`src/rtl/exec_cfg.svh`:
```
// Opcode, timing, flag layout and address constants of the execution slice
`ifndef EXEC_CFG_SVH
`define EXEC_CFG_SVH
`define B1_MULDIV 8'h05
`define B1_INC_MEM 8'h26
`define B1_DEC_MEM 8'h27
`define B1_ROT_R 8'h30
`define B1_ROT_L 8'h31
`define B1_BCD_ADD 8'h0e
`define B1_BCD_SUB 8'h0f
`define B1_BIT_MEM 8'h08
`define B1_BIT_AX 8'h03
`define B1_BIT_PSW 8'h02
`define B1_PAIR_HI 4'h4
`define B2_MUL 5'h00
`define B2_DIV 5'h03
`define B2_NRR 7'h44
`define B2_NRL 7'h4d
`define CLK_MUL 7'h2b
`define CLK_DIV 7'h47
`define CLK_INC_MEM 7'h02
`define CLK_PAIR 7'h03
`define CLK_SHIFT_BASE 7'h03
`define CLK_STEP_BYTE 7'h02
`define CLK_STEP_WORD 7'h03
`define CLK_NRR 7'h16
`define CLK_NRL 7'h17
`define CLK_BCD 7'h03
`define CLK_BIT 7'h05
`define CLK_BIT_STORE 7'h08
`define CLK_PSW_STORE 7'h07
`define CLK_BAD 7'h01
`define MUL_STEPS 5'h08
`define DIV_STEPS 5'h10
`define PSW_Z 3'h6
`define PSW_AC 3'h4
`define PSW_CY 3'h0
`define HIGH_PAGE 16'hfe00
`define SADDR_PAGE 16'hfe00
`define REG_X 3'h0
`define REG_A 3'h1
`endif

```
`src/rtl/exec_pkg.sv`:
```
// Types shared by the execution slice
`default_nettype none
package exec_pkg;
  typedef enum logic [3:0] {
    OP_NONE = 4'b0000, OP_MUL = 4'b0001, OP_DIV = 4'b0010, OP_INC_M = 4'b0011,
    OP_DEC_M = 4'b0100, OP_PAIR_ADD_ONE_OP = 4'b0101, OP_PAIR_SUB_ONE_OP = 4'b0110, OP_ROT8 = 4'b0111,
    OP_ROT16 = 4'b1000, OP_NRR = 4'b1001, OP_NRL = 4'b1010, OP_BCDA = 4'b1011,
    OP_BCDS = 4'b1100, OP_BLD = 4'b1101, OP_BST = 4'b1110, OP_BAND = 4'b1111
  } op_kind_t;
  typedef enum logic [1:0] {
    TGT_MEM = 2'b00, TGT_A = 2'b01, TGT_X = 2'b10, TGT_PSW = 2'b11
  } tgt_t;
  typedef enum logic {ST_IDLE = 1'b0, ST_RUN = 1'b1} run_st_t;
  typedef struct packed {
    run_st_t st;
    op_kind_t op;
    logic [6:0] cnt;
    logic [6:0] run;
    logic [2:0] steps;
    tgt_t tgt;
    logic [2:0] bsel;
    logic inv;
    logic [2:0] rsel;
    logic [1:0] psel;
    logic [15:0] addr;
    logic [15:0] ax;
    logic [7:0] rv;
    logic [15:0] pv;
    logic [7:0] mv;
    logic [7:0] program_status_word;
    logic [7:0] src;
    logic cy0;
    logic bad;
  } core_st_t;
  typedef struct packed {
    logic busy;
    logic done;
    logic div;
    logic [4:0] cnt;
    logic [23:0] p;
    logic [15:0] a;
    logic [7:0] b;
    logic [8:0] rem;
  } mdu_st_t;
endpackage
`default_nettype wire

```
`src/rtl/exec_if.sv`:
```
// Bundle between the core sequencer, multiply/divide unit and decimal adjuster
`timescale 1ns/1ns
`default_nettype none
interface exec_if;
  logic ce;
  logic start;
  logic is_div;
  logic [15:0] dvd;
  logic [7:0] dvs;
  logic done;
  logic [15:0] hi;
  logic [7:0] lo;
  logic bcd_sub;
  logic [7:0] bcd_a;
  logic bcd_ac;
  logic bcd_cy;
  logic [7:0] bcd_res;
  logic bcd_ac_o;
  logic bcd_cy_o;
  modport core(output ce, start, is_div, dvd, dvs, bcd_sub, bcd_a, bcd_ac, bcd_cy,
    input done, hi, lo, bcd_res, bcd_ac_o, bcd_cy_o);
  modport mdu(input ce, start, is_div, dvd, dvs, output done, hi, lo);
  modport bcd(input bcd_sub, bcd_a, bcd_ac, bcd_cy, output bcd_res, bcd_ac_o, bcd_cy_o);
endinterface // exec_if
`default_nettype wire

```
`src/rtl/muldiv_unit.sv`:
```
// Iterative 16x8 multiplier and 16/8 restoring divider
`timescale 1ns/1ns
`default_nettype none
`include "exec_cfg.svh"
module muldiv_unit import exec_pkg::*; (
  // Clock and reset
  input wire logic mclk,
  input wire logic srst,
  // Core side
  exec_if.mdu lnk
);
  mdu_st_t r, n;
  logic [16:0] sum;
  logic [8:0] trial;
  logic fits;

  always_comb begin
    n = r;
    n.done = 1'b0;
    sum = {1'b0, r.p[23:8]} + (r.p[0] ? {1'b0, r.a} : 17'h0_0000);
    trial = {r.rem[7:0], r.p[15]};
    fits = trial >= {1'b0, r.b};
    if (lnk.start) begin
      n.busy = 1'b1;
      n.div = lnk.is_div;
      n.cnt = lnk.is_div ? `DIV_STEPS : `MUL_STEPS;
      n.a = lnk.dvd;
      n.b = lnk.dvs;
      n.rem = 9'h000;
      n.p = lnk.is_div ? {8'h00, lnk.dvd} : {16'h0000, lnk.dvs};
    end else if (r.busy) begin
      if (r.div) begin
        // Quotient bits shift into the low end
        n.p = {8'h00, r.p[14:0], fits};
        n.rem = fits ? trial - {1'b0, r.b} : trial;
      end else begin
        // Shift-add on the multiplier held in the low byte
        n.p = {sum, r.p[7:1]};
      end
      n.cnt = r.cnt - 5'h01;
      if (r.cnt == 5'h01) begin
        n.busy = 1'b0;
        n.done = 1'b1;
      end
    end
  end

  always_ff @(posedge mclk) begin
    if (srst) begin
      r <= '0;
    end else if (lnk.ce) begin
      r <= n;
    end
  end

  assign lnk.done = r.done;
  assign lnk.hi = r.div ? r.p[15:0] : r.p[23:8];
  assign lnk.lo = r.div ? r.rem[7:0] : r.p[7:0];
endmodule // muldiv_unit
`default_nettype wire

```
`src/rtl/bcd_adjust.sv`:
```
// Packed BCD correction of the accumulator after add or subtract
`timescale 1ns/1ns
`default_nettype none
module bcd_adjust (
  // Core side
  exec_if.bcd lnk
);
  logic lo_fix;
  logic hi_fix;

  // Correction factors follow the half and full carries
  always_comb begin
    if (lnk.bcd_sub) begin
      lo_fix = lnk.bcd_ac;
      hi_fix = lnk.bcd_cy;
      lnk.bcd_res = lnk.bcd_a - (lo_fix ? 8'h06 : 8'h00) - (hi_fix ? 8'h60 : 8'h00);
      lnk.bcd_ac_o = lo_fix;
    end else begin
      lo_fix = lnk.bcd_ac || (lnk.bcd_a[3:0] > 4'h9);
      hi_fix = lnk.bcd_cy || (lnk.bcd_a > 8'h99);
      lnk.bcd_res = lnk.bcd_a + (lo_fix ? 8'h06 : 8'h00) + (hi_fix ? 8'h60 : 8'h00);
      lnk.bcd_ac_o = lnk.bcd_a[3:0] > 4'h9;
    end
    lnk.bcd_cy_o = hi_fix;
  end
endmodule // bcd_adjust
`default_nettype wire

```
`src/rtl/mul_shift_bit_execute.sv`:
```
// Execution slice: multiply/divide, inc/dec, shifts, nibble rotate, BCD, carry bit ops
// Function
// - Multiply word accumulator by register; high 16 bits to accumulator, 43 clocks
// - Divide word accumulator by register; quotient, remainder back, 71 clocks
// - Add one to short-direct byte, written back in 2 clocks
// - Subtract one from short-direct byte, written back
// - Pair add/subtract one, bit 3 picks subtract, 3 clocks
// - Rotate right n times, bit 0 into carry and bit 7, 3+2n clocks
// - Rotate left n times, bit 7 into carry and bit 0
// - Rotate right through carry n times
// - Rotate left through carry n times
// - Byte shift right, zero fill, clears auxiliary carry
// - Byte shift left, bit 7 to carry, zero fill
// - Pair shift right, zero into bit 15, 3+3n clocks
// - Pair shift left, bit 15 to carry, zero fill, n up to 7
// - Nibble rotate right on high-page byte with accumulator, 22 clocks
// - Nibble rotate left on high-page byte with accumulator, 23 clocks
// - Decimal adjust after add or subtract, 3 clocks, updates carries
// - Carry loaded from chosen short-direct bit in 5 clocks
// - Carry stored to short-direct bit, other bits and flags kept, 8 clocks
// - Carry stored to status word bit in 7 clocks
// - Carry ANDed with true or complemented short-direct bit
// - Accumulator/X bit ops; complemented AND forms take 5 clocks
`timescale 1ns/1ns
`default_nettype none
`include "exec_cfg.svh"
module mul_shift_bit_execute import exec_pkg::*; (
  // Clock, reset, enable
  input wire logic mclk,
  input wire logic srst,
  input wire logic ce,
  // Instruction from the sequencer
  input wire logic op_valid,
  output logic op_ready,
  input wire logic [7:0] op_b1,
  input wire logic [7:0] op_b2,
  input wire logic [7:0] op_b3,
  // Operands, valid with op_valid
  input wire logic [7:0] acc_in,
  input wire logic [7:0] x_in,
  input wire logic [15:0] ax_in,
  input wire logic [7:0] reg_in,
  input wire logic [15:0] pair_in,
  input wire logic [7:0] mem_in,
  input wire logic [7:0] psw_in,
  // Completion
  output logic busy,
  output logic done,
  output logic bad_op,
  // Write-back
  output logic wr_ax,
  output logic [15:0] ax_out,
  output logic wr_reg,
  output logic [2:0] reg_sel,
  output logic [7:0] reg_out,
  output logic wr_pair,
  output logic [1:0] pair_sel,
  output logic [15:0] pair_out,
  output logic wr_mem,
  output logic [15:0] mem_addr,
  output logic [7:0] mem_out,
  output logic wr_psw,
  output logic [7:0] psw_out
);
  core_st_t r, n;
  exec_if lnk();
  op_kind_t dec_op;
  tgt_t tgt;
  logic accept;
  logic [7:0] srcb;
  logic [7:0] wv;
  logic sbit;
  logic [16:0] sh;

  function automatic op_kind_t decode(input logic [7:0] b1, input logic [7:0] b2);
    case (b1)
      `B1_MULDIV: begin
        if (b2[7:3] == `B2_MUL) decode = OP_MUL;
        else if (b2[7:3] == `B2_DIV) decode = OP_DIV;
        else if ({b2[7:2], b2[0]} == `B2_NRR) decode = OP_NRR;
        else if ({b2[7:2], b2[0]} == `B2_NRL) decode = OP_NRL;
        else decode = OP_NONE;
      end
      `B1_INC_MEM: decode = OP_INC_M;
      `B1_DEC_MEM: decode = OP_DEC_M;
      `B1_ROT_R, `B1_ROT_L: decode = (b2[7:6] == 2'b11) ? OP_ROT16 : OP_ROT8;
      `B1_BCD_ADD: decode = OP_BCDA;
      `B1_BCD_SUB: decode = OP_BCDS;
      `B1_BIT_MEM, `B1_BIT_AX, `B1_BIT_PSW: begin
        // Special-function-register forms belong to another slice
        if (b2[7:6] != 2'b00 || (b1 == `B1_BIT_MEM && b2[3])) decode = OP_NONE;
        else if (b2[5:4] == 2'b00) decode = OP_BLD;
        else if (b2[5:4] == 2'b01) decode = OP_BST;
        else decode = OP_BAND;
      end
      default: begin
        // Bit 3 of the pair opcode selects subtract
        if (b1[7:4] == `B1_PAIR_HI && b1[2]) decode = b1[3] ? OP_PAIR_SUB_ONE_OP : OP_PAIR_ADD_ONE_OP;
        else decode = OP_NONE;
      end
    endcase
  endfunction

  // One step per count; the count is used as is, so zero is a no-op
  function automatic logic [16:0] shift_n(input logic [15:0] v_in, input logic wide,
      input logic left, input logic [1:0] kind, input logic [2:0] cnt, input logic cy_in);
    logic [15:0] v;
    logic cy;
    logic fill;
    v = v_in;
    cy = cy_in;
    fill = 1'b0;
    for (int i = 0; i < 7; i++) begin
      if (3'(i) < cnt) begin
        if (wide) begin
          // Zero fill on both ends of the pair
          cy = left ? v[15] : v[0];
          v = left ? {v[14:0], 1'b0} : {1'b0, v[15:1]};
        end else begin
          case (kind)
            2'b01: fill = left ? v[7] : v[0];
            2'b00: fill = cy;
            default: fill = 1'b0;
          endcase
          cy = left ? v[7] : v[0];
          v = left ? {8'h00, v[6:0], fill} : {8'h00, fill, v[7:1]};
        end
      end
    end
    shift_n = {cy, v};
  endfunction

  function automatic logic [6:0] clocks_of(input op_kind_t op, input tgt_t t,
      input logic [2:0] cnt);
    case (op)
      OP_MUL: clocks_of = `CLK_MUL;
      OP_DIV: clocks_of = `CLK_DIV;
      OP_INC_M, OP_DEC_M: clocks_of = `CLK_INC_MEM;
      OP_PAIR_ADD_ONE_OP, OP_PAIR_SUB_ONE_OP: clocks_of = `CLK_PAIR;
      OP_ROT8: clocks_of = `CLK_SHIFT_BASE + `CLK_STEP_BYTE * {4'h0, cnt};
      OP_ROT16: clocks_of = `CLK_SHIFT_BASE + `CLK_STEP_WORD * {4'h0, cnt};
      OP_NRR: clocks_of = `CLK_NRR;
      OP_NRL: clocks_of = `CLK_NRL;
      OP_BCDA, OP_BCDS: clocks_of = `CLK_BCD;
      OP_BLD, OP_BAND: clocks_of = `CLK_BIT;
      OP_BST: clocks_of = (t == TGT_PSW) ? `CLK_PSW_STORE : `CLK_BIT_STORE;
      default: clocks_of = `CLK_BAD;
    endcase
  endfunction

  muldiv_unit u_mdu (
    .mclk(mclk),
    .srst(srst),
    .lnk(lnk.mdu)
  );

  bcd_adjust u_bcd (
    .lnk(lnk.bcd)
  );

  assign op_ready = r.st == ST_IDLE;
  assign accept = ce && op_valid && op_ready;
  assign dec_op = decode(op_b1, op_b2);
  assign lnk.ce = ce;
  assign lnk.start = accept && (dec_op == OP_MUL || dec_op == OP_DIV);
  assign lnk.is_div = dec_op == OP_DIV;
  assign lnk.dvd = ax_in;
  assign lnk.dvs = reg_in;
  assign lnk.bcd_sub = op_b1[0];
  assign lnk.bcd_a = acc_in;
  assign lnk.bcd_ac = psw_in[`PSW_AC];
  assign lnk.bcd_cy = psw_in[`PSW_CY];

  always_comb begin
    n = r;
    if (op_b1 == `B1_BIT_PSW) tgt = TGT_PSW;
    else if (op_b1 == `B1_BIT_AX) tgt = op_b2[3] ? TGT_A : TGT_X;
    else tgt = TGT_MEM;
    case (tgt)
      TGT_A: srcb = acc_in;
      TGT_X: srcb = x_in;
      TGT_PSW: srcb = psw_in;
      default: srcb = mem_in;
    endcase
    sbit = srcb[op_b2[2:0]] ^ (dec_op == OP_BAND && op_b2[4]);
    wv = srcb;
    wv[op_b2[2:0]] = psw_in[`PSW_CY];
    sh = shift_n(op_b2[7:6] == 2'b11 ? pair_in : {8'h00, reg_in}, op_b2[7:6] == 2'b11,
      op_b1[0], op_b2[7:6], op_b2[5:3], psw_in[`PSW_CY]);
    if (accept) begin
      n.st = ST_RUN;
      n.op = dec_op;
      n.cnt = clocks_of(dec_op, tgt, op_b2[5:3]);
      n.run = 7'h01;
      n.steps = op_b2[5:3];
      n.tgt = tgt;
      n.bsel = op_b2[2:0];
      n.inv = dec_op == OP_BAND && op_b2[4];
      n.rsel = op_b2[2:0];
      n.psel = (dec_op == OP_ROT16) ? op_b2[2:1] : op_b1[1:0];
      n.addr = `SADDR_PAGE + {8'h00, op_b2};
      n.program_status_word = psw_in;
      n.src = srcb;
      n.cy0 = psw_in[`PSW_CY];
      n.bad = dec_op == OP_NONE;
      case (dec_op)
        OP_INC_M, OP_DEC_M: begin
          n.mv = op_b1[0] ? mem_in - 8'h01 : mem_in + 8'h01;
          n.program_status_word[`PSW_Z] = n.mv == 8'h00;
          n.program_status_word[`PSW_AC] = op_b1[0] ? mem_in[3:0] == 4'h0 : mem_in[3:0] == 4'hf;
        end
        OP_PAIR_ADD_ONE_OP: n.pv = pair_in + 16'h0001;
        OP_PAIR_SUB_ONE_OP: n.pv = pair_in - 16'h0001;
        OP_ROT8, OP_ROT16: begin
          n.rv = sh[7:0];
          n.pv = sh[15:0];
          n.program_status_word[`PSW_CY] = sh[16];
          if (op_b2[7] && op_b2[5:3] != 3'h0) begin
            n.program_status_word[`PSW_Z] = op_b2[6] ? sh[15:0] == 16'h0000 : sh[7:0] == 8'h00;
            n.program_status_word[`PSW_AC] = 1'b0;
          end
        end
        OP_NRR, OP_NRL: begin
          n.addr = `HIGH_PAGE + {8'h00, reg_in};
          n.rsel = `REG_A;
          n.src = mem_in;
          n.rv = {acc_in[7:4], op_b2[0] ? mem_in[7:4] : mem_in[3:0]};
          n.mv = op_b2[0] ? {mem_in[3:0], acc_in[3:0]} : {acc_in[3:0], mem_in[7:4]};
        end
        OP_BCDA, OP_BCDS: begin
          n.rsel = `REG_A;
          n.rv = lnk.bcd_res;
          n.program_status_word[`PSW_Z] = lnk.bcd_res == 8'h00;
          n.program_status_word[`PSW_AC] = lnk.bcd_ac_o;
          n.program_status_word[`PSW_CY] = lnk.bcd_cy_o;
        end
        OP_BLD: n.program_status_word[`PSW_CY] = sbit;
        OP_BAND: n.program_status_word[`PSW_CY] = psw_in[`PSW_CY] & sbit;
        OP_BST: begin
          n.addr = `SADDR_PAGE + {8'h00, op_b3};
          n.mv = wv;
          n.rv = wv;
          n.rsel = (tgt == TGT_A) ? `REG_A : `REG_X;
          // Whole status word rewritten; only the chosen bit takes CY, so Z may change but CY cannot
          if (tgt == TGT_PSW) n.program_status_word = wv;
        end
        default: n.bad = dec_op == OP_NONE;
      endcase
      if (dec_op == OP_BLD || dec_op == OP_BAND) n.addr = `SADDR_PAGE + {8'h00, op_b3};
    end else if (r.st == ST_RUN) begin
      n.run = r.run + 7'h01;
      n.cnt = r.cnt - 7'h01;
      if (r.cnt == 7'h01) n.st = ST_IDLE;
      if (lnk.done) begin
        n.ax = lnk.hi;
        n.rv = lnk.lo;
      end
    end
  end

  always_ff @(posedge mclk) begin
    if (srst) begin
      r <= '0;
    end else if (ce) begin
      r <= n;
    end
  end

  assign busy = r.st == ST_RUN;
  assign done = ce && r.st == ST_RUN && r.cnt == 7'h01;
  assign bad_op = done && r.bad;
  assign ax_out = r.ax;
  assign reg_sel = r.rsel;
  assign reg_out = r.rv;
  assign pair_sel = r.psel;
  assign pair_out = r.pv;
  assign mem_addr = r.addr;
  assign mem_out = r.mv;
  assign psw_out = r.program_status_word;

  // Strobes only in the last counted cycle, so the sequencer sees the documented length
  always_comb begin
    wr_ax = 1'b0;
    wr_reg = 1'b0;
    wr_pair = 1'b0;
    wr_mem = 1'b0;
    wr_psw = 1'b0;
    case (r.op)
      OP_MUL, OP_DIV: begin
        wr_ax = done;
        wr_reg = done;
      end
      OP_INC_M, OP_DEC_M: begin
        wr_mem = done;
        wr_psw = done;
      end
      OP_PAIR_ADD_ONE_OP, OP_PAIR_SUB_ONE_OP: wr_pair = done;
      OP_ROT8: begin
        wr_reg = done;
        wr_psw = done;
      end
      OP_ROT16: begin
        wr_pair = done;
        wr_psw = done;
      end
      OP_NRR, OP_NRL: begin
        wr_reg = done;
        wr_mem = done;
      end
      OP_BCDA, OP_BCDS: begin
        wr_reg = done;
        wr_psw = done;
      end
      OP_BLD, OP_BAND: wr_psw = done;
      OP_BST: begin
        wr_mem = done && r.tgt == TGT_MEM;
        wr_reg = done && (r.tgt == TGT_A || r.tgt == TGT_X);
        wr_psw = done && r.tgt == TGT_PSW;
      end
      default: wr_ax = 1'b0;
    endcase
  end
endmodule // mul_shift_bit_execute
`default_nettype wire

```
`config.mk`:
```
export PLATFORM = sky130hd
export DESIGN_NAME = mul_shift_bit_execute
export DESIGN_NICKNAME = d
export VERILOG_FILES = /design/src/rtl/exec_pkg.sv /design/src/rtl/exec_if.sv /design/src/rtl/muldiv_unit.sv /design/src/rtl/bcd_adjust.sv /design/src/rtl/mul_shift_bit_execute.sv
export VERILOG_INCLUDE_DIRS = /design/src /design/src/rtl
export SDC_FILE = /design/constraint.sdc
export NUM_CORES = 1
export LEC_CHECK = 0
export BUFFER_PORTS_ARGS = -buffer_cell sky130_fd_sc_hd__buf_2
export CORE_MARGIN = 5
export CORE_UTILIZATION = 51
export CTS_CLUSTER_DIAMETER = 30
export DETAILED_ROUTE_END_ITERATION = 8
export PLACE_DENSITY_LB_ADDON = 0.12
export SLEW_MARGIN = 5
export SYNTH_ARGS = -nofsm -noshare
export SYNTH_HDL_FRONTEND = slang
export SYNTH_SLANG_ARGS = --single-unit
```
`constraint.sdc`:
```
create_clock -name mclk -period 7.3 [get_ports mclk]
set_input_delay 1.095 -clock mclk [delete_from_list [all_inputs] [get_ports mclk]]
set_output_delay 1.095 -clock mclk [all_outputs]
set_load 0.01 [all_outputs]
```
Word-level counts from Yosys, hierarchy flattened

Index checks and enable logic that the tools add are counted.

Add/subtract/negate cells: 18
$mul: 1
Div/mod/pow operators: 0
Order comparisons: 12
Equality and inequality tests: 57
Shifts and indexed selects: 0
Multiplexer cells: 144
Bitwise gates (word level): 4
Reductions and logical operators: 61

Operator list:

| operator                                      | number |
|---|---|
| 2-to-1 mux 16 bit                             | 26 |
| 2-to-1 mux 8 bit                              | 19 |
| one-hot mux 7 bit (10 select lines)           | 1 |
| == test 4 bit, second input constant          | 17 |
| 2-to-1 mux 29 bit                             | 2 |
| one-hot mux 16 bit (3 select lines)           | 1 |
| one-hot mux 8 bit (3 select lines)            | 2 |
| 2-to-1 mux 1 bit                              | 47 |
| == test 4 x 3 -> 1 bit, second input constant | 9 |
| adder 10 x 9 -> 11 bit, first input constant  | 3 |
| == test 8 x 6 -> 1 bit, second input constant | 4 |
| 2-to-1 mux 4 bit                              | 8 |
| one-hot mux 16 bit (2 select lines)           | 1 |
| one-hot mux 8 bit (4 select lines)            | 1 |
| 2-to-1 mux 14 bit                             | 2 |
| one-hot mux 4 bit (7 select lines)            | 1 |
| == test 8 x 4 -> 1 bit, second input constant | 3 |
| zero test 8 bit                               | 3 |
| 2-to-1 mux 24 bit                             | 1 |
| subtractor 8 bit                              | 3 |
| one-hot mux 1 bit (2 select lines)            | 10 |
| adder 16 x 17 -> 17 bit                       | 1 |
| adder 16 x 1 -> 16 bit, second input constant | 1 |
| adder 8 bit                                   | 2 |
| 57 further kinds                              | 129 |

Register bits after elaboration: 163
Latch bits: 0
Bits in writable memories: 0
Bits in read-only memories: 0
Output and inout port bits: 86
Logic and storage cells: 319
Memories: 0

Logic depth before layout (Yosys ltp)

Depth in word-level cells: 41
Gate-level depth with buffers: 20

Hierarchy

Synthesis repeated with hierarchy kept, for this count alone.

Cell total of the unflattened synthesis: 2244
Area total of the unflattened synthesis: 15919.0 µm²

By module, submodules not included:

| module                | times used | cells an instance | area each (µm²) | sequential area each (µm²) |
|---|---|---|---|---|
| mul_shift_bit_execute | 1          | 1598              | 10949.3         | 1701.6 |
| muldiv_unit           | 1          | 553               | 4267.8          | 1281.2 |
| bcd_adjust            | 1          | 93                | 701.9           | 0.0 |

Least setup slack after synthesis

Ideal clock, no wire load.

Path kind: input port to flip-flop
Start point: input op_b2[5]
End point: register r (netlist bit psw_out[6])
Setup time: 83 ps
Data arrival time: 4789 ps
Required time: 7217 ps
Path slack: 2428 ps
Stages on the path: 16
Path buffers: 3
Cell sequence: clkbuf_1 -> clkinv_1 -> ha_1 -> nor2b_1 -> clkbuf_1 -> clkbuf_1 -> a222oi_1 -> nand2_1 -> a2111oi_4 -> o22ai_2 -> a21oi_2 -> nor2_1 -> o21a_1 -> a32o_2 -> or4_4 -> o31ai_4

Word-level cells in the longest chain between the ends: 36
Elaborated cells on any way between the ends: 91

RTL lines:

| item                                                | RTL line                                                   | source |
|---|---|---|
| from (decl)                                         | mul_shift_bit_execute.sv:36                                | `input wire logic [7:0] op_b2,` |
| < comparator 1 x 3 -> 1 bit                         | mul_shift_bit_execute.sv:114                               | `if (3'(i) < cnt) begin` |
| 2-to-1 mux 16 bit                                   | mul_shift_bit_execute.sv:114                               |  |
| 2-to-1 mux 1 bit                                    | mul_shift_bit_execute.sv:121, mul_shift_bit_execute.sv:125 |  |
| one-hot mux 1 bit (2 select lines)                  | mul_shift_bit_execute.sv:120                               | `case (kind)` |
| 2-to-1 mux 8 bit                                    | mul_shift_bit_execute.sv:126                               | `v = left ? {8'h00, v[6:0], fill} : {8'h00, fill, v[7:1]};` |
| 2-to-1 mux 16 bit                                   | mul_shift_bit_execute.sv:115                               | `if (wide) begin` |
| 2-to-1 mux 16 bit                                   | mul_shift_bit_execute.sv:114                               |  |
| 2-to-1 mux 1 bit                                    | mul_shift_bit_execute.sv:121, mul_shift_bit_execute.sv:125 |  |
| [... 20 more ...]                                   | --                                                         |  |
| one-hot mux 1 bit (2 select lines)                  | mul_shift_bit_execute.sv:120                               |  |
| 2-to-1 mux 8 bit                                    | mul_shift_bit_execute.sv:126                               |  |
| 2-to-1 mux 16 bit                                   | mul_shift_bit_execute.sv:115                               |  |
| 2-to-1 mux 16 bit                                   | mul_shift_bit_execute.sv:114                               |  |
| zero test 16 bit or zero test 8 bit (tied branches) | mul_shift_bit_execute.sv:219                               | `` n.program_status_word[`PSW_Z] = op_b2[6] ? sh[15:0] == 16'h0000 : sh[7:0] == 8'h00; `` |
| 2-to-1 mux 1 bit                                    | mul_shift_bit_execute.sv:219                               |  |
| 2-to-1 mux 1 bit                                    | mul_shift_bit_execute.sv:218                               | `if (op_b2[7] && op_b2[5:3] != 3'h0) begin` |
| one-hot mux 1 bit (4 select lines) *                | mul_shift_bit_execute.sv:206                               | `case (dec_op)` |
| to (signal assigned)                                | mul_shift_bit_execute.sv:265                               | `r <= n;` |
| to (decl)                                           | mul_shift_bit_execute.sv:65                                | `core_st_t r, n;` |

Mark *: on every way between the ends. The rest lies on a longest branch, timed or not.
A chain may end at the register's enable or synchronous reset.

Worst setup path after layout

Start point: input op_b2[6]
End point: register r (netlist bit reg_out[0])

Word-level cells in the longest chain between the ends: 39
Elaborated cells on any way between the ends: 91

RTL lines:

| item                               | RTL line                                                   | source |
|---|---|---|
| == test 2 bit                      | mul_shift_bit_execute.sv:86, mul_shift_bit_execute.sv:188  |  |
| 2-to-1 mux 16 bit                  | mul_shift_bit_execute.sv:188                               | `sh = shift_n(op_b2[7:6] == 2'b11 ? pair_in : {8'h00, reg_in}, op_b2[7:6] == 2'b11,` |
| 2-to-1 mux 1 bit                   | mul_shift_bit_execute.sv:121, mul_shift_bit_execute.sv:125 |  |
| one-hot mux 1 bit (2 select lines) | mul_shift_bit_execute.sv:120                               |  |
| 2-to-1 mux 8 bit                   | mul_shift_bit_execute.sv:126                               |  |
| 2-to-1 mux 16 bit                  | mul_shift_bit_execute.sv:115                               |  |
| 2-to-1 mux 16 bit                  | mul_shift_bit_execute.sv:114                               |  |
| 2-to-1 mux 1 bit                   | mul_shift_bit_execute.sv:121, mul_shift_bit_execute.sv:125 |  |
| [... 23 more ...]                  | --                                                         |  |
| 2-to-1 mux 16 bit                  | mul_shift_bit_execute.sv:114                               |  |
| 2-to-1 mux 1 bit                   | mul_shift_bit_execute.sv:121                               | `2'b01: fill = left ? v[7] : v[0];` |
| one-hot mux 1 bit (2 select lines) | mul_shift_bit_execute.sv:120                               |  |
| 2-to-1 mux 8 bit                   | mul_shift_bit_execute.sv:126                               |  |
| 2-to-1 mux 16 bit                  | mul_shift_bit_execute.sv:115                               |  |
| 2-to-1 mux 16 bit                  | mul_shift_bit_execute.sv:114                               |  |
| one-hot mux 8 bit (4 select lines) | mul_shift_bit_execute.sv:206                               |  |
| 2-to-1 mux 8 bit                   | mul_shift_bit_execute.sv:190                               | `if (accept) begin` |

Several ways; a longest one is shown, not always the timed one.

==> summary.txt <==
GRT
  – Pin count of the biggest net entering global routing: between 80 and 90
  – GRT Overall Usage: between 30% and 40%
  – Vias in the first global route: 15.5k
  – GRT overflow: 0
  – Antenna violations before repair: 0
  – First-pass GRT wire length: 94400 µm

Place
  – Placed Cells: 2517
  – Cell Area, Placed: between 15000 and 20000 µm²
  – Port Buf Inserts: 184
  – Placer congestion estimate: 1.05
  – DP Wirelength: 46700 µm

Logic synthesis
  – Main combinational cell family by area after synthesis: compound AO/OA/AOI/OAI gates
  – Sequential fraction of the synthesis area: between 10% and 20%
  – Synth Area in Simple Gates: between 20% and 30%
  – Seq cells post-synth: approximately 150
  – Post-synth EDFFs: 0
  – Syn Inst Count: roughly 2.1k
  – Synth area leaders: dfxtp_1, ha_1, nor2_1, a21oi_1, nand2_1
  – Post-Syn Nets: 2325
  – Mux share of post-synthesis cell area: 5.43%
  – Area leader, netlist: dfxtp_1
  – Synth Warn #: 0
  – Xor/xnor share of the synthesized area: 2.97%
  – Asr flop ratio synth: 0%
  – Post-Syn Area: 15300 µm²
  – Synth Area in Compound Gates: just over 30%
  – Synth top area share: about a fifth
  – Most used DFF post-synth: dfxtp_1
  – Post-Synth Adder-Cell Area: 6.86%
  – Synth cell types: 100
  – Syn Area/Cell: 7.15 µm²

Die
  – Starting Density: 51.7%
  – # IOs: between 150 and 200
  – Row count: 63
  – Die width: 183 µm
  – Die area: between 30000 and 40000 µm²
  – CORE AREA: between 20000 and 30000 µm²
  – Die Ht: about 180 µm

Worst hold path
  – Hold Crit Class: reg -> reg

Clock network
  – CTS sink cnt: roughly 150
  – Skew-Pair Late Insertion Delay: about 0.45 ns
  – Deepest clock path buffer count: 2
  – # hold bufs at CTS: 0
  – H-tree Lvls: 4
  – CTS clk-pin slew, worst paths: 0.07 ns
  – Setup bufs post-CTS: 0
  – CTS Buf Count: 17
  – Post-CTS sizing: 0
  – CTS Root Cell: clkbuf_16
  – CTS tree: done

Detailed routing
  – Iter 0 DRT Violations: about 2.2k
  – DR vias/cell: roughly 6.7
  – Detailed-route wire length per cell: 24.6 µm
  – DRC Markers: 0
  – Initial DRT Pass Iterations: 6
  – Routed WL: 62600 µm
  – Routed via count: ~17k
  – DRT antenna net count: 0

Cells and area
  – Commonest non-fill, non-tap cell in the layout: nor2_1
  – Fin util: 55.3%
  – Most frequent cells in the layout: nor2_1, nand2_1, buf_2
  – Fin cells: ~2.5k
  – Total Nets Final: around 2.3k
  – Final instance area: between 15000 and 20000 µm²
  – Layout cell share with drive strength beyond 1: about 15%
  – Layout Area Growth over Synthesis: 6.88%
  – Antenna diode count: 0

Power and ir drop
  – Peak VDD IR: between 0.00015 and 0.0002 V
  – P_leak: ~6.4 nW
  – PwrDens: 148 nW/µm²

Critical path
  – Crit Path Class: in -> reg
  – Setup crit end kind: register
  – CP arrival: roughly 6.1 ns
  – Req. time, crit path: between 7 and 8 ns
  – Startpoint types: input port
  – Crit path max fanout: 34

Timing
  – Slew HR: a little over a fifth
  – Count of final max-slew check failures: 0
  – Final Setup Violations: 0
  – WHS: around 0.45 ns
  – Final Hold Viols: 0
  – Fmax: 174 MHz
  – Max Clock Skew: about 0.015 ns
  – Worst-Margin Slew: ~1.2 ns
  – Min cycle time layout: between 5 and 6 ns
  – RSZ-0062 raised after global routing: false
  – Fin Setup TNS: 0 ns
  – Crit share post-route: 78.7%

Status
  – Status: finished clean

Run
  – Max-cap violations: 0
-- metrics by stage --
stage / worst slack [ns] / power (mW)
2_1_floorplan: 2.43 / 1.31
3_3_place_gp: 1.27 / 1.53
3_5_place_dp: 1.30 / 1.52
5_1_grt: 1.39 / 2.52
4_1_cts: 1.76 / 2.41
6_report: 1.55 / 2.43
-- cells by family after synthesis --
kind of cell / count (synthesis)
simple gates: 794
other cells: 1
flops: 149
xor+xnor: 52
mux: 74
fa+ha+maj: 81
compound gates: 683
buf+inv: 310
-- power breakdown --
part           leakage, nW  total, mW  switching, mW  internal, mW
registers             1.21      0.850         0.0188         0.831
logic                 4.95      0.685          0.454         0.231
clock network        0.263      0.895          0.382         0.513
total                 6.42       2.43          0.855          1.58
-- routing by layer --
layer	GRT usage, %	routed length (µm)	vias up
li1	-	-	7840
met1	50.0	26400	8087
met2	53.5	27000	1000
met3	7.66	6390	148
met4	14.0	2780	0
met5	0	0	-
-- final timing paths --
kind                            cells after the start         from  slack [ns]     endpoint
worst min register to register                      2   reg_sel[1]        0.45   reg_sel[1]
worst max register to register                     16  u_mdu.r[33]        3.04  u_mdu.r[56]
worst max-delay path                               13     op_b2[6]        1.55   reg_out[0]
worst min-delay path                                2   reg_sel[1]        0.45   reg_sel[1]
-- Yosys cell counts (15+ instances only) --
cell / number
nor2b_1: 25
dfxtp_1: 149
buf_4: 83
nand4_1: 15
a22oi_1: 17
and3_1: 15
nor3_1: 86
and2_1: 28
a211oi_1: 70
nand3_1: 45
a221oi_1: 30
nand2b_1: 49
buf_2: 29
nor2_1: 236
o211ai_1: 32
mux2i_1: 55
ha_1: 76
nor4_1: 15
o31ai_1: 16
xor2_1: 22
o21ai_0: 110
a31oi_1: 26
inv_1: 64
nand2_1: 219
a21oi_1: 167
xnor2_1: 30
clkbuf_1: 114
o22ai_1: 18
a21o_1: 16
a311oi_1: 26
-- sequential cells by signal (all words and copies together), names as in the netlist --
| name | flops |
|---|---|
| mem_out | 8 |
| reg_out | 8 |
| r | 14 |
| u_mdu.lnk.done | 1 |
| mem_addr | 9 |
| ax_out | 16 |
| pair_sel | 2 |
| busy | 1 |
| pair_out | 16 |
| psw_out | 8 |
| u_mdu.r | 63 |
| reg_sel | 3 |
-- final cells by class --
cell class                 instances  area (µm²)
clock inverter                    14         151
fill                            2994       13300
multi-input combinational       1685       10800
clock buffer                      18         439
sequential                       149        2980
timing repair buffer             224        1240
tap                              390         488
inverter                          69         262
-- worst max-delay path, stage by stage --
cell and delay [ns]:
buf_2 0.64, and2_1 0.79, o32ai_1 0.23, nor3_2 0.22, buf_4 0.21, nand2b_1 0.22, nor2_1 0.48, nor2_2 0.21
nand2_1 0.39, o211ai_1 0.14, a21oi_1 0.90, o311ai_0 0.37, a21oi_1 0.21
Note: power is estimated with default switching activity, not from simulation.
